File: src/service_timer_pkg.sv
package service_timer_pkg;

  // Register byte offsets on the bus
  localparam logic [11:0] SERVICE_OFFSET = 12'h000;
  localparam logic [11:0] CONFIG_OFFSET = 12'h004;
  localparam logic [11:0] STATUS_OFFSET = 12'h008;
  localparam logic [11:0] IDLE_COUNT_OFFSET = 12'h00c;

  // Service register fields
  localparam int WINDOW_MSB = 7;
  localparam int WINDOW_LSB = 6;
  localparam int KEY_MSB = 5;
  localparam int KEY_LSB = 1;
  localparam int MONITOR_BIT = 0;
  localparam logic [4:0] SERVICE_KEY = 5'h0c;

  // Configuration register fields
  localparam int TIMER_DISABLE_BIT = 2;
  localparam int RC_SINGLE_PIN_BIT = 3;
  localparam int CLOCK_DELAY_BIT = 4;
  localparam logic [7:0] CONFIG_RESET = 8'h00;

  // Status register fields
  localparam int STAT_TIMER_ERR_BIT = 0;
  localparam int STAT_MONITOR_ERR_BIT = 1;
  localparam int STAT_FIRST_DONE_BIT = 2;
  localparam int STAT_PENDING_BIT = 3;
  localparam int STAT_PIN_BIT = 4;

  // Values after reset
  localparam logic [1:0] WINDOW_RESET = 2'h3;
  localparam logic MONITOR_RESET = 1'b1;

  // Counts in instruction cycles
  localparam logic [16:0] LOWER_LIMIT = 17'h00800;
  localparam logic [16:0] BASE_UPPER = 17'h02000;
  localparam logic [5:0] RELEASE_HOLD = 6'h18;
  localparam int IDLE_TOGGLE_BIT = 12;

  // Timing
  localparam int PCLK_PERIOD_NS = 10;
  localparam int MONITOR_GAP_NS = 1000000;

  typedef enum {
    ST_ARMED,
    ST_HOLD,
    ST_WAIT_HIGH
  } timer_state_t;

  typedef struct packed {
    logic [1:0] window;
    logic monitor_en;
  } service_cfg_t;

endpackage

File: src/windowed_service_timer_clock_monitor.sv
`timescale 1ns/1ps
`default_nettype none
// Functional notes
// - Service register: window, key, monitor enable
// - Key must be 01100, else error
// - Lower window bound fixed at 2048 cycles
// - Window select gives 8k/16k/32k/64k upper
// - Bit 0 enables the clock monitor
// - Option bit 2 low enables timer output
// - Inhibited in reset, max window, monitor on
// - Only first keyed write loads settings
// - Later writes compared with stored fields
// - Full match restarts, any mismatch errors
// - Output active low, weak pull-up otherwise
// - Hold low 16-32 cycles after pin low
// - Service writes ignored while output active
// - Monitor error drives pin, released after recovery
// - Monitor passes above 10 kHz, fails below 10 Hz
// - Key field reads back as zero
// - Halt and idle stop timer, not monitor
// - After halt resume or reload per option
// - Leaving idle performs a hardware service
// - First service accepted anywhere in 64k window
// - Pending flag set on bit twelve toggle
module windowed_service_timer_clock_monitor #(
  parameter int tc_div = 10,
  parameter int unsigned monitor_gap_cycles =
    service_timer_pkg::MONITOR_GAP_NS / service_timer_pkg::PCLK_PERIOD_NS
) (
  // Clock and reset
  input wire logic pclk,
  input wire logic presetn,
  // APB slave
  input wire logic psel,
  input wire logic penable,
  input wire logic pwrite,
  input wire logic [11:0] paddr,
  input wire logic [31:0] pwdata,
  output logic [31:0] prdata,
  output logic pready,
  output logic pslverr,
  // Core state
  input wire logic halt_mode,
  input wire logic idle_mode,
  input wire logic clock_input_pin,
  // Open-drain error pin
  input wire logic port_g_bit1_pin_in,
  output logic port_g_bit1_pin_out,
  output logic port_g_bit1_pin_oe,
  output logic port_g_bit1_pullup_en,
  output logic timeout_out_n
);

  ////////////////////////////////////////////////////////////////////////////
  function automatic logic [16:0] upper_limit(input logic [1:0] sel);
    upper_limit = service_timer_pkg::BASE_UPPER << sel;
  endfunction

  service_timer_pkg::timer_state_t state;
  service_timer_pkg::service_cfg_t cfg;
  logic [7:0] config_option_register;
  logic first_done;
  logic [16:0] window_count;
  logic [5:0] hold_count;
  logic [5:0] mon_hold_count;
  logic [$clog2(tc_div+1)-1:0] div_count;
  logic tick;
  logic [31:0] gap_count;
  logic ck_prev;
  logic mon_fault;
  logic mon_err;
  logic halt_prev;
  logic idle_prev;
  logic [15:0] idle_counter;
  logic idle_counter_pending;
  logic timer_enabled;
  logic setup_ok;
  logic wr_access;
  logic svc_write;
  logic svc_match;
  logic svc_early;
  logic svc_error;
  logic timer_err;
  logic mapped;
  logic clear_pending;
  logic hardware_service;
  logic halt_exit;

  // A disabled timer silences the monitor output as well
  assign timer_enabled =
    !config_option_register[service_timer_pkg::TIMER_DISABLE_BIT];
  // Zero wait states, so every access ends after one cycle
  assign pready = 1'b1;
  assign mapped = (paddr == service_timer_pkg::SERVICE_OFFSET) ||
                  (paddr == service_timer_pkg::CONFIG_OFFSET) ||
                  (paddr == service_timer_pkg::STATUS_OFFSET) ||
                  (paddr == service_timer_pkg::IDLE_COUNT_OFFSET);
  assign pslverr = psel && penable && !mapped;
  assign setup_ok = psel && penable && mapped;
  assign wr_access = setup_ok && pwrite;

  ////////////////////////////////////////////////////////////////////////////
  // Instruction cycle enable
  // One clock only; slower rates are one-cycle enables
  always_ff @(posedge pclk or negedge presetn) begin
    if (!presetn) begin
      div_count <= '0;
    end else if (div_count == ($clog2(tc_div+1))'(tc_div - 1)) begin
      div_count <= '0;
    end else begin
      div_count <= div_count + 1'b1;
    end
  end
  assign tick = (div_count == ($clog2(tc_div+1))'(tc_div - 1));

  ////////////////////////////////////////////////////////////////////////////
  // Service decode
  // Writes during an error hold are dropped, not queued
  assign svc_write = wr_access &&
    (paddr == service_timer_pkg::SERVICE_OFFSET) && timer_enabled &&
    (state == service_timer_pkg::ST_ARMED) && !mon_err;
  assign svc_match =
    (pwdata[service_timer_pkg::KEY_MSB:service_timer_pkg::KEY_LSB] ==
     service_timer_pkg::SERVICE_KEY) &&
    (!first_done ||
     ((pwdata[service_timer_pkg::WINDOW_MSB:service_timer_pkg::WINDOW_LSB]
       == cfg.window) &&
      (pwdata[service_timer_pkg::MONITOR_BIT] == cfg.monitor_en)));
  // The very first service has no lower bound
  assign svc_early = first_done &&
    (window_count < service_timer_pkg::LOWER_LIMIT);
  assign svc_error = svc_write && (!svc_match || svc_early);
  // Exits are one-cycle pulses taken from the held levels
  assign halt_exit = halt_prev && !halt_mode;
  assign hardware_service = idle_prev && !idle_mode;

  // Stored window and monitor choice, loaded once
  always_ff @(posedge pclk or negedge presetn) begin
    if (!presetn) begin
      cfg.window <= service_timer_pkg::WINDOW_RESET;
      cfg.monitor_en <= service_timer_pkg::MONITOR_RESET;
      first_done <= 1'b0;
    end else if (svc_write && !first_done && svc_match) begin
      cfg.window <=
        pwdata[service_timer_pkg::WINDOW_MSB:service_timer_pkg::WINDOW_LSB];
      cfg.monitor_en <= pwdata[service_timer_pkg::MONITOR_BIT];
      first_done <= 1'b1;
    end
  end

  always_ff @(posedge pclk or negedge presetn) begin
    if (!presetn) begin
      config_option_register <= service_timer_pkg::CONFIG_RESET;
    end else if (wr_access && paddr == service_timer_pkg::CONFIG_OFFSET) begin
      config_option_register <= pwdata[7:0];
    end
  end

  always_ff @(posedge pclk or negedge presetn) begin
    if (!presetn) begin
      halt_prev <= 1'b0;
      idle_prev <= 1'b0;
    end else begin
      halt_prev <= halt_mode;
      idle_prev <= idle_mode;
    end
  end

  ////////////////////////////////////////////////////////////////////////////
  // Window timer
  // An error wins over a good write or an exit in the same cycle
  always_ff @(posedge pclk or negedge presetn) begin
    if (!presetn) begin
      state <= service_timer_pkg::ST_ARMED;
      window_count <= '0;
      hold_count <= '0;
    end else if (!timer_enabled) begin
      state <= service_timer_pkg::ST_ARMED;
      window_count <= '0;
      hold_count <= '0;
    end else begin
      case (state)
        service_timer_pkg::ST_ARMED: begin
          if (svc_error) begin
            state <= service_timer_pkg::ST_HOLD;
            hold_count <= '0;
          end else if (svc_write || hardware_service) begin
            window_count <= '0;
          end else if (halt_exit) begin
            // Resume only with single-pin RC and no clock delay
            if (!config_option_register[service_timer_pkg::RC_SINGLE_PIN_BIT]
                || config_option_register[service_timer_pkg::CLOCK_DELAY_BIT])
            begin
              window_count <= '0;
            end
          end else if (tick && !halt_mode && !idle_mode) begin
            if (window_count == upper_limit(cfg.window) - 17'h1) begin
              state <= service_timer_pkg::ST_HOLD;
              hold_count <= '0;
            end else begin
              window_count <= window_count + 17'h1;
            end
          end
        end
        service_timer_pkg::ST_HOLD: begin
          // Count starts once the pin level is really low
          if (tick && !port_g_bit1_pin_in) begin
            if (hold_count == service_timer_pkg::RELEASE_HOLD - 6'h1) begin
              state <= service_timer_pkg::ST_WAIT_HIGH;
            end else begin
              hold_count <= hold_count + 6'h1;
            end
          end
        end
        service_timer_pkg::ST_WAIT_HIGH: begin
          if (port_g_bit1_pin_in) begin
            state <= service_timer_pkg::ST_ARMED;
            window_count <= '0;
          end
        end
        default: begin
          state <= service_timer_pkg::ST_ARMED;
        end
      endcase
    end
  end
  assign timer_err = (state == service_timer_pkg::ST_HOLD);

  ////////////////////////////////////////////////////////////////////////////
  // Clock monitor: a missing edge for too long is a fault
  // The gap sets the slowest clock still accepted
  always_ff @(posedge pclk or negedge presetn) begin
    if (!presetn) begin
      ck_prev <= 1'b0;
      gap_count <= '0;
      mon_fault <= 1'b0;
    end else begin
      ck_prev <= clock_input_pin;
      if (clock_input_pin && !ck_prev) begin
        gap_count <= '0;
        mon_fault <= 1'b0;
      end else if (gap_count >= monitor_gap_cycles - 1) begin
        mon_fault <= 1'b1;
      end else begin
        gap_count <= gap_count + 32'h1;
      end
    end
  end

  // Monitor stays active in halt and idle
  always_ff @(posedge pclk or negedge presetn) begin
    if (!presetn) begin
      mon_err <= 1'b0;
      mon_hold_count <= '0;
    end else if (!cfg.monitor_en || !timer_enabled) begin
      mon_err <= 1'b0;
      mon_hold_count <= '0;
    end else if (mon_fault) begin
      mon_err <= 1'b1;
      mon_hold_count <= '0;
    end else if (mon_err && tick) begin
      if (mon_hold_count == service_timer_pkg::RELEASE_HOLD - 6'h1) begin
        mon_err <= 1'b0;
      end else begin
        mon_hold_count <= mon_hold_count + 6'h1;
      end
    end
  end

  ////////////////////////////////////////////////////////////////////////////
  // Idle counter has no reset and keeps its count through reset
  always_ff @(posedge pclk) begin
    if (tick) begin
      idle_counter <= idle_counter + 16'h1;
    end
  end

  assign clear_pending = wr_access &&
    (paddr == service_timer_pkg::STATUS_OFFSET) &&
    pwdata[service_timer_pkg::STAT_PENDING_BIT];

  always_ff @(posedge pclk or negedge presetn) begin
    if (!presetn) begin
      idle_counter_pending <= 1'b0;
    end else if (tick &&
        (&idle_counter[service_timer_pkg::IDLE_TOGGLE_BIT-1:0])) begin
      // Set wins over a clear that lands in the same cycle
      idle_counter_pending <= 1'b1;
    end else if (clear_pending) begin
      idle_counter_pending <= 1'b0;
    end
  end

  ////////////////////////////////////////////////////////////////////////////
  // Shared open-drain error pin
  // Registered so that decode glitches never reach the pin
  always_ff @(posedge pclk or negedge presetn) begin
    if (!presetn) begin
      timeout_out_n <= 1'b1;
      port_g_bit1_pin_oe <= 1'b0;
    end else begin
      timeout_out_n <= !(timer_err || mon_err);
      port_g_bit1_pin_oe <=
        timer_enabled && (timer_err || mon_err);
    end
  end
  assign port_g_bit1_pin_out = 1'b0;
  assign port_g_bit1_pullup_en = timer_enabled;

  ////////////////////////////////////////////////////////////////////////////
  // Read data
  // Loaded in setup so the value stands through access
  always_ff @(posedge pclk or negedge presetn) begin
    if (!presetn) begin
      prdata <= '0;
    end else if (psel && !penable && !pwrite) begin
      case (paddr)
        service_timer_pkg::SERVICE_OFFSET: begin
          prdata <= {24'h000000, cfg.window, 5'h00,
                     cfg.monitor_en};
        end
        service_timer_pkg::CONFIG_OFFSET: begin
          prdata <= {24'h000000, config_option_register};
        end
        service_timer_pkg::STATUS_OFFSET: begin
          prdata <= {27'h0000000, port_g_bit1_pin_in, idle_counter_pending,
                     first_done, mon_err, timer_err};
        end
        service_timer_pkg::IDLE_COUNT_OFFSET: begin
          prdata <= {16'h0000, idle_counter};
        end
        default: begin
          prdata <= '0;
        end
      endcase
    end
  end

endmodule
`default_nettype wire

File: config.mk
export PLATFORM = sky130hd
export DESIGN_NAME = windowed_service_timer_clock_monitor
export DESIGN_NICKNAME = d
export VERILOG_FILES = /design/src/service_timer_pkg.sv /design/src/windowed_service_timer_clock_monitor.sv
export SDC_FILE = /design/constraint.sdc
export NUM_CORES = 1
export LEC_CHECK = 0
export ABC_AREA = 1
export BUFFER_PORTS_ARGS = -buffer_cell sky130_fd_sc_hd__buf_2
export CORE_MARGIN = 1
export CORE_UTILIZATION = 50
export DETAILED_ROUTE_END_ITERATION = 8
export MAX_ROUTING_LAYER = met4
export PLACE_DENSITY_LB_ADDON = 0.2
export REMOVE_ABC_BUFFERS = 1
export SLEW_MARGIN = 20
export SYNTH_ARGS = -nofsm -noshare
export SYNTH_HDL_FRONTEND = slang
export SYNTH_SLANG_ARGS = --single-unit
File: constraint.sdc
create_clock -name pclk -period 4.4 [get_ports pclk]
set_clock_uncertainty 0.05 [all_clocks]
set_input_delay 0.88 -clock pclk [delete_from_list [all_inputs] [get_ports pclk]]
set_output_delay 0.88 -clock pclk [all_outputs]
set_load 0.02 [all_outputs]
==> results_dict.tcl <==
set metrics [dict create \
    outcome "complete, no violations" \
    worst-r2r-cell-count 11 \
    grt_use_total_pct 22.4 \
    final_layout_size_suffix_gt1_share_pct 14.0 \
    syn-mean-instance-area_um2 8.00 \
    hold_viol_final 0 \
    htree_levels 4 \
    critPathMaxFanout 31 \
    area.growth.synth_to_final_pct 13.2 \
    kind_of_critical_path "flop to flop" \
    gp_congestion 0.917 \
    floorplan.io_pins 91 \
    drtPass1Iterations 5 \
    dp_cell_count 1039 \
    netlist_instances 837 \
    fillers 1174 \
    slowest_stage "dfrtp_1" \
    layout.cells.most_common_list "nand2_1, nor2_1, inv_1" \
    timing.rr.end "window_count[9]" \
    timing.final.crit_share_pct 59.2 \
    cts_root_buf "clkbuf_16" \
    pin_count_of_the_biggest_net_entering_global_routing 43 \
    drv_cap 0 \
    drc_errors 0 \
    synth_sequential_area_ratio_pct 45.7 \
    timing.reg2reg.setup_slack_ns 1.80 \
    core-area_um2 12800 \
    overflow 0 \
    post_cts_hold_buffer_count 0 \
    sum_of_net_half_perimeters_after_detailed_placement_um 9410 \
    total_clock_sinks 119 \
    min_path_type "input pin to async pin" \
    ys_ff_latch 119 \
    worst_ep_arrival_time_ns 2.86 \
    synth_cell_type_count 43 \
    cts.repair.resized 0 \
    layout_commonest_cell "nand2_1" \
    floorplan.initialDensity_pct 52.2 \
    sequential_standard_cell_area_um2 3060 \
    finalNonFillerCells 1071 \
    final.min_clock_period_ns 2.60 \
    num_vias 5461 \
    cpMostUsedCell "nand2_1" \
    tightest_slew_ns 0.922 \
    placed_cell_area_um2 7000 \
    critical-path-max-stage-delay_ns 0.59 \
    timing.critical_path.from_type "flop" \
    power.ir.vdd_worst_mv 0.278 \
    die_area_um2 13900 \
    vertical_extent_of_the_die_um 118 \
    timing.critical_path.cells "inv_2, nand2_1, nor2_1, nand3_2, nor2_4, nor2_4, nand3_2, nand2_4, inv_1, nand2_1, nand2_1" \
    multi_input_comb_area_um2 3030 \
    syn_area_um2 6700 \
    antenna_cells_inserted 0 \
    setup_total_negative_slack_ns 0 \
    nets 944 \
    grt_pass1_wl_um 24200 \
    via_per_inst 5.10 \
    number_of_global_route_vias_before_repair 5183 \
    first_iter_violations 386 \
    antenna_violations_before_repair 0 \
    postRouteAntennaNets 0 \
    slew_viol_final 0 \
    power_density_nw_per_um2 347 \
    setup_viol 0 \
    floorplan.die.width_um 118 \
    rsz0062_at_grt "no" \
    clk_path_buf_depth 2 \
    portBuffers 48 \
    worstSetupEndpointType "flop" \
    postLayoutCellArea_um2 7580 \
    timing.fmax_ghz 0.384 \
    cp-startpoint "config_option_register[2]" \
    latest_clock_arrival_within_the_worst_skew_pair_ns 0.42 \
    maxSlewHeadroom_pct 38.5 \
    drt_wl_total_um 13900 \
    tritoncts.num_buffers 17 \
    worst_setup_hold_path_clk_slew_ns 0.05 \
    core.rowCount 41 \
    cp.required_ns 4.66 \
    cts_tree "built" \
    synth.yosys.warnings 0 \
    drt-wirelength-per-cell_um 13.0 \
    rr_startpoint "config_option_register[2]" \
    power_leakage_nw 3.61 \
    postCtsSetupBuffers 0 \
]
==> Yosys cell counts, drive strengths merged <==
cell type | number | area, µm²
nand2 | 184 | 721
nor2 | 123 | 505
inv | 111 | 417
dfrtp | 99 | 2480
nand3 | 54 | 298
nand4 | 49 | 307
o21ai | 49 | 294
xor2 | 38 | 333
buf | 28 | 209
nor3 | 17 | 111
edfxtp | 16 | 480
a21oi | 12 | 60.1
clkbuf | 10 | 37.5
o22ai | 8 | 50.1
o31ai | 7 | 52.6
ha | 5 | 62.6
nor4 | 5 | 43.8
xnor2 | 5 | 43.8
dfstp | 4 | 105
a21boi | 2 | 15.0
conb | 2 | 7.51
nor3b | 2 | 15.0
o21bai | 2 | 15.0
or2 | 2 | 12.5
a22o | 1 | 8.76
nand3b | 1 | 7.51
o21a | 1 | 7.51
==> cell families (layout without fill, tap and decap cells) <==
kind of cell | count (synthesis) | after routing | synth area share (%)
and+or+nand+nor | 437 | 437 | 30.2
AOI/OAI and AO/OA | 82 | 82 | 7.51
xor gates and xnor gates | 43 | 43 | 5.62
DFF | 119 | 119 | 45.7
buffers and inverters | 149 | 195 | 9.90
other | 2 | 18 | 0.112
adders and majority gates | 5 | 5 | 0.934
==> per-stage QoR <==
| stage | worst slack [ns] | hold WS (ns) | power (mW) | utilization (%) |
|---|---|---|---|---|
| floorplan | 1.96 | 0.370 | 1.24 | - |
| global placement | 1.57 | 0.406 | 1.29 | 54.6 |
| detailed placement | 1.60 | 0.410 | 1.29 | 54.6 |
| CTS | 1.79 | 0.419 | 2.65 | 59.1 |
| global route | 1.56 | 0.444 | 2.72 | 59.1 |
| finish | 1.80 | 0.401 | 2.63 | 59.1 |
==> flip-flops by register name, indices dropped and copies added (netlist names), 2 cells and up <==
signal,cells
gap_count,32
window_count,17
idle_counter,16
prdata,16
config_option_register,8
hold_count,6
mon_hold_count,6
div_count,4
cfg,3
state,2
==> worst max path at each step <==
stage	to	slack, ns	cells after the start
after detailed placement	prdata[3]	1.60	6
final	window_count[9]	1.80	11
after floorplan	gap_count[0]	1.96	5
after global placement	prdata[0]	1.57	6
after CTS	window_count[9]	1.79	11
after global routing	window_count[10]	1.56	11
==> routing by layer <==
metal  GRT usage [%]  vias up  wire length [µm]  share of wire [%]
li1                -     2780                 -                  -
met1            29.8     2539              6840                 49
met2            33.4      118              6290                 45
met3            5.23       24               578                4.2
met4            8.25        0               212                1.5
met5               -        -                 0                  0
==> power by group <==
group / total [mW] / internal, mW / leakage, nW / switching (mW)
sequential: 1.15 / 1.13 / 1.58 / 0.0215
clock: 1.35 / 0.832 / 0.268 / 0.522
combinational: 0.122 / 0.0366 / 1.77 / 0.0855
==> layout make-up <==
| type | instances | area share (%) |
|---|---|---|
| Timing Repair Buffer | 52 | 3.60 |
| Tap cell | 172 | 2.84 |
| Inverter | 111 | 5.50 |
| Sequential cell | 119 | 40.4 |
| Clock buffer | 17 | 5.61 |
| Clock inverter | 15 | 2.05 |
| Multi-Input combinational cell | 585 | 40.0 |
==> worst max-delay path: cells and delay by family (launching register included) <==
kind	cells	cell delay [ns]
buffers and inverters	2	0.40
DFF	1	0.59
and+or+nand+nor	9	1.44
No activity file was read; power rests on OpenSTA's default activity.
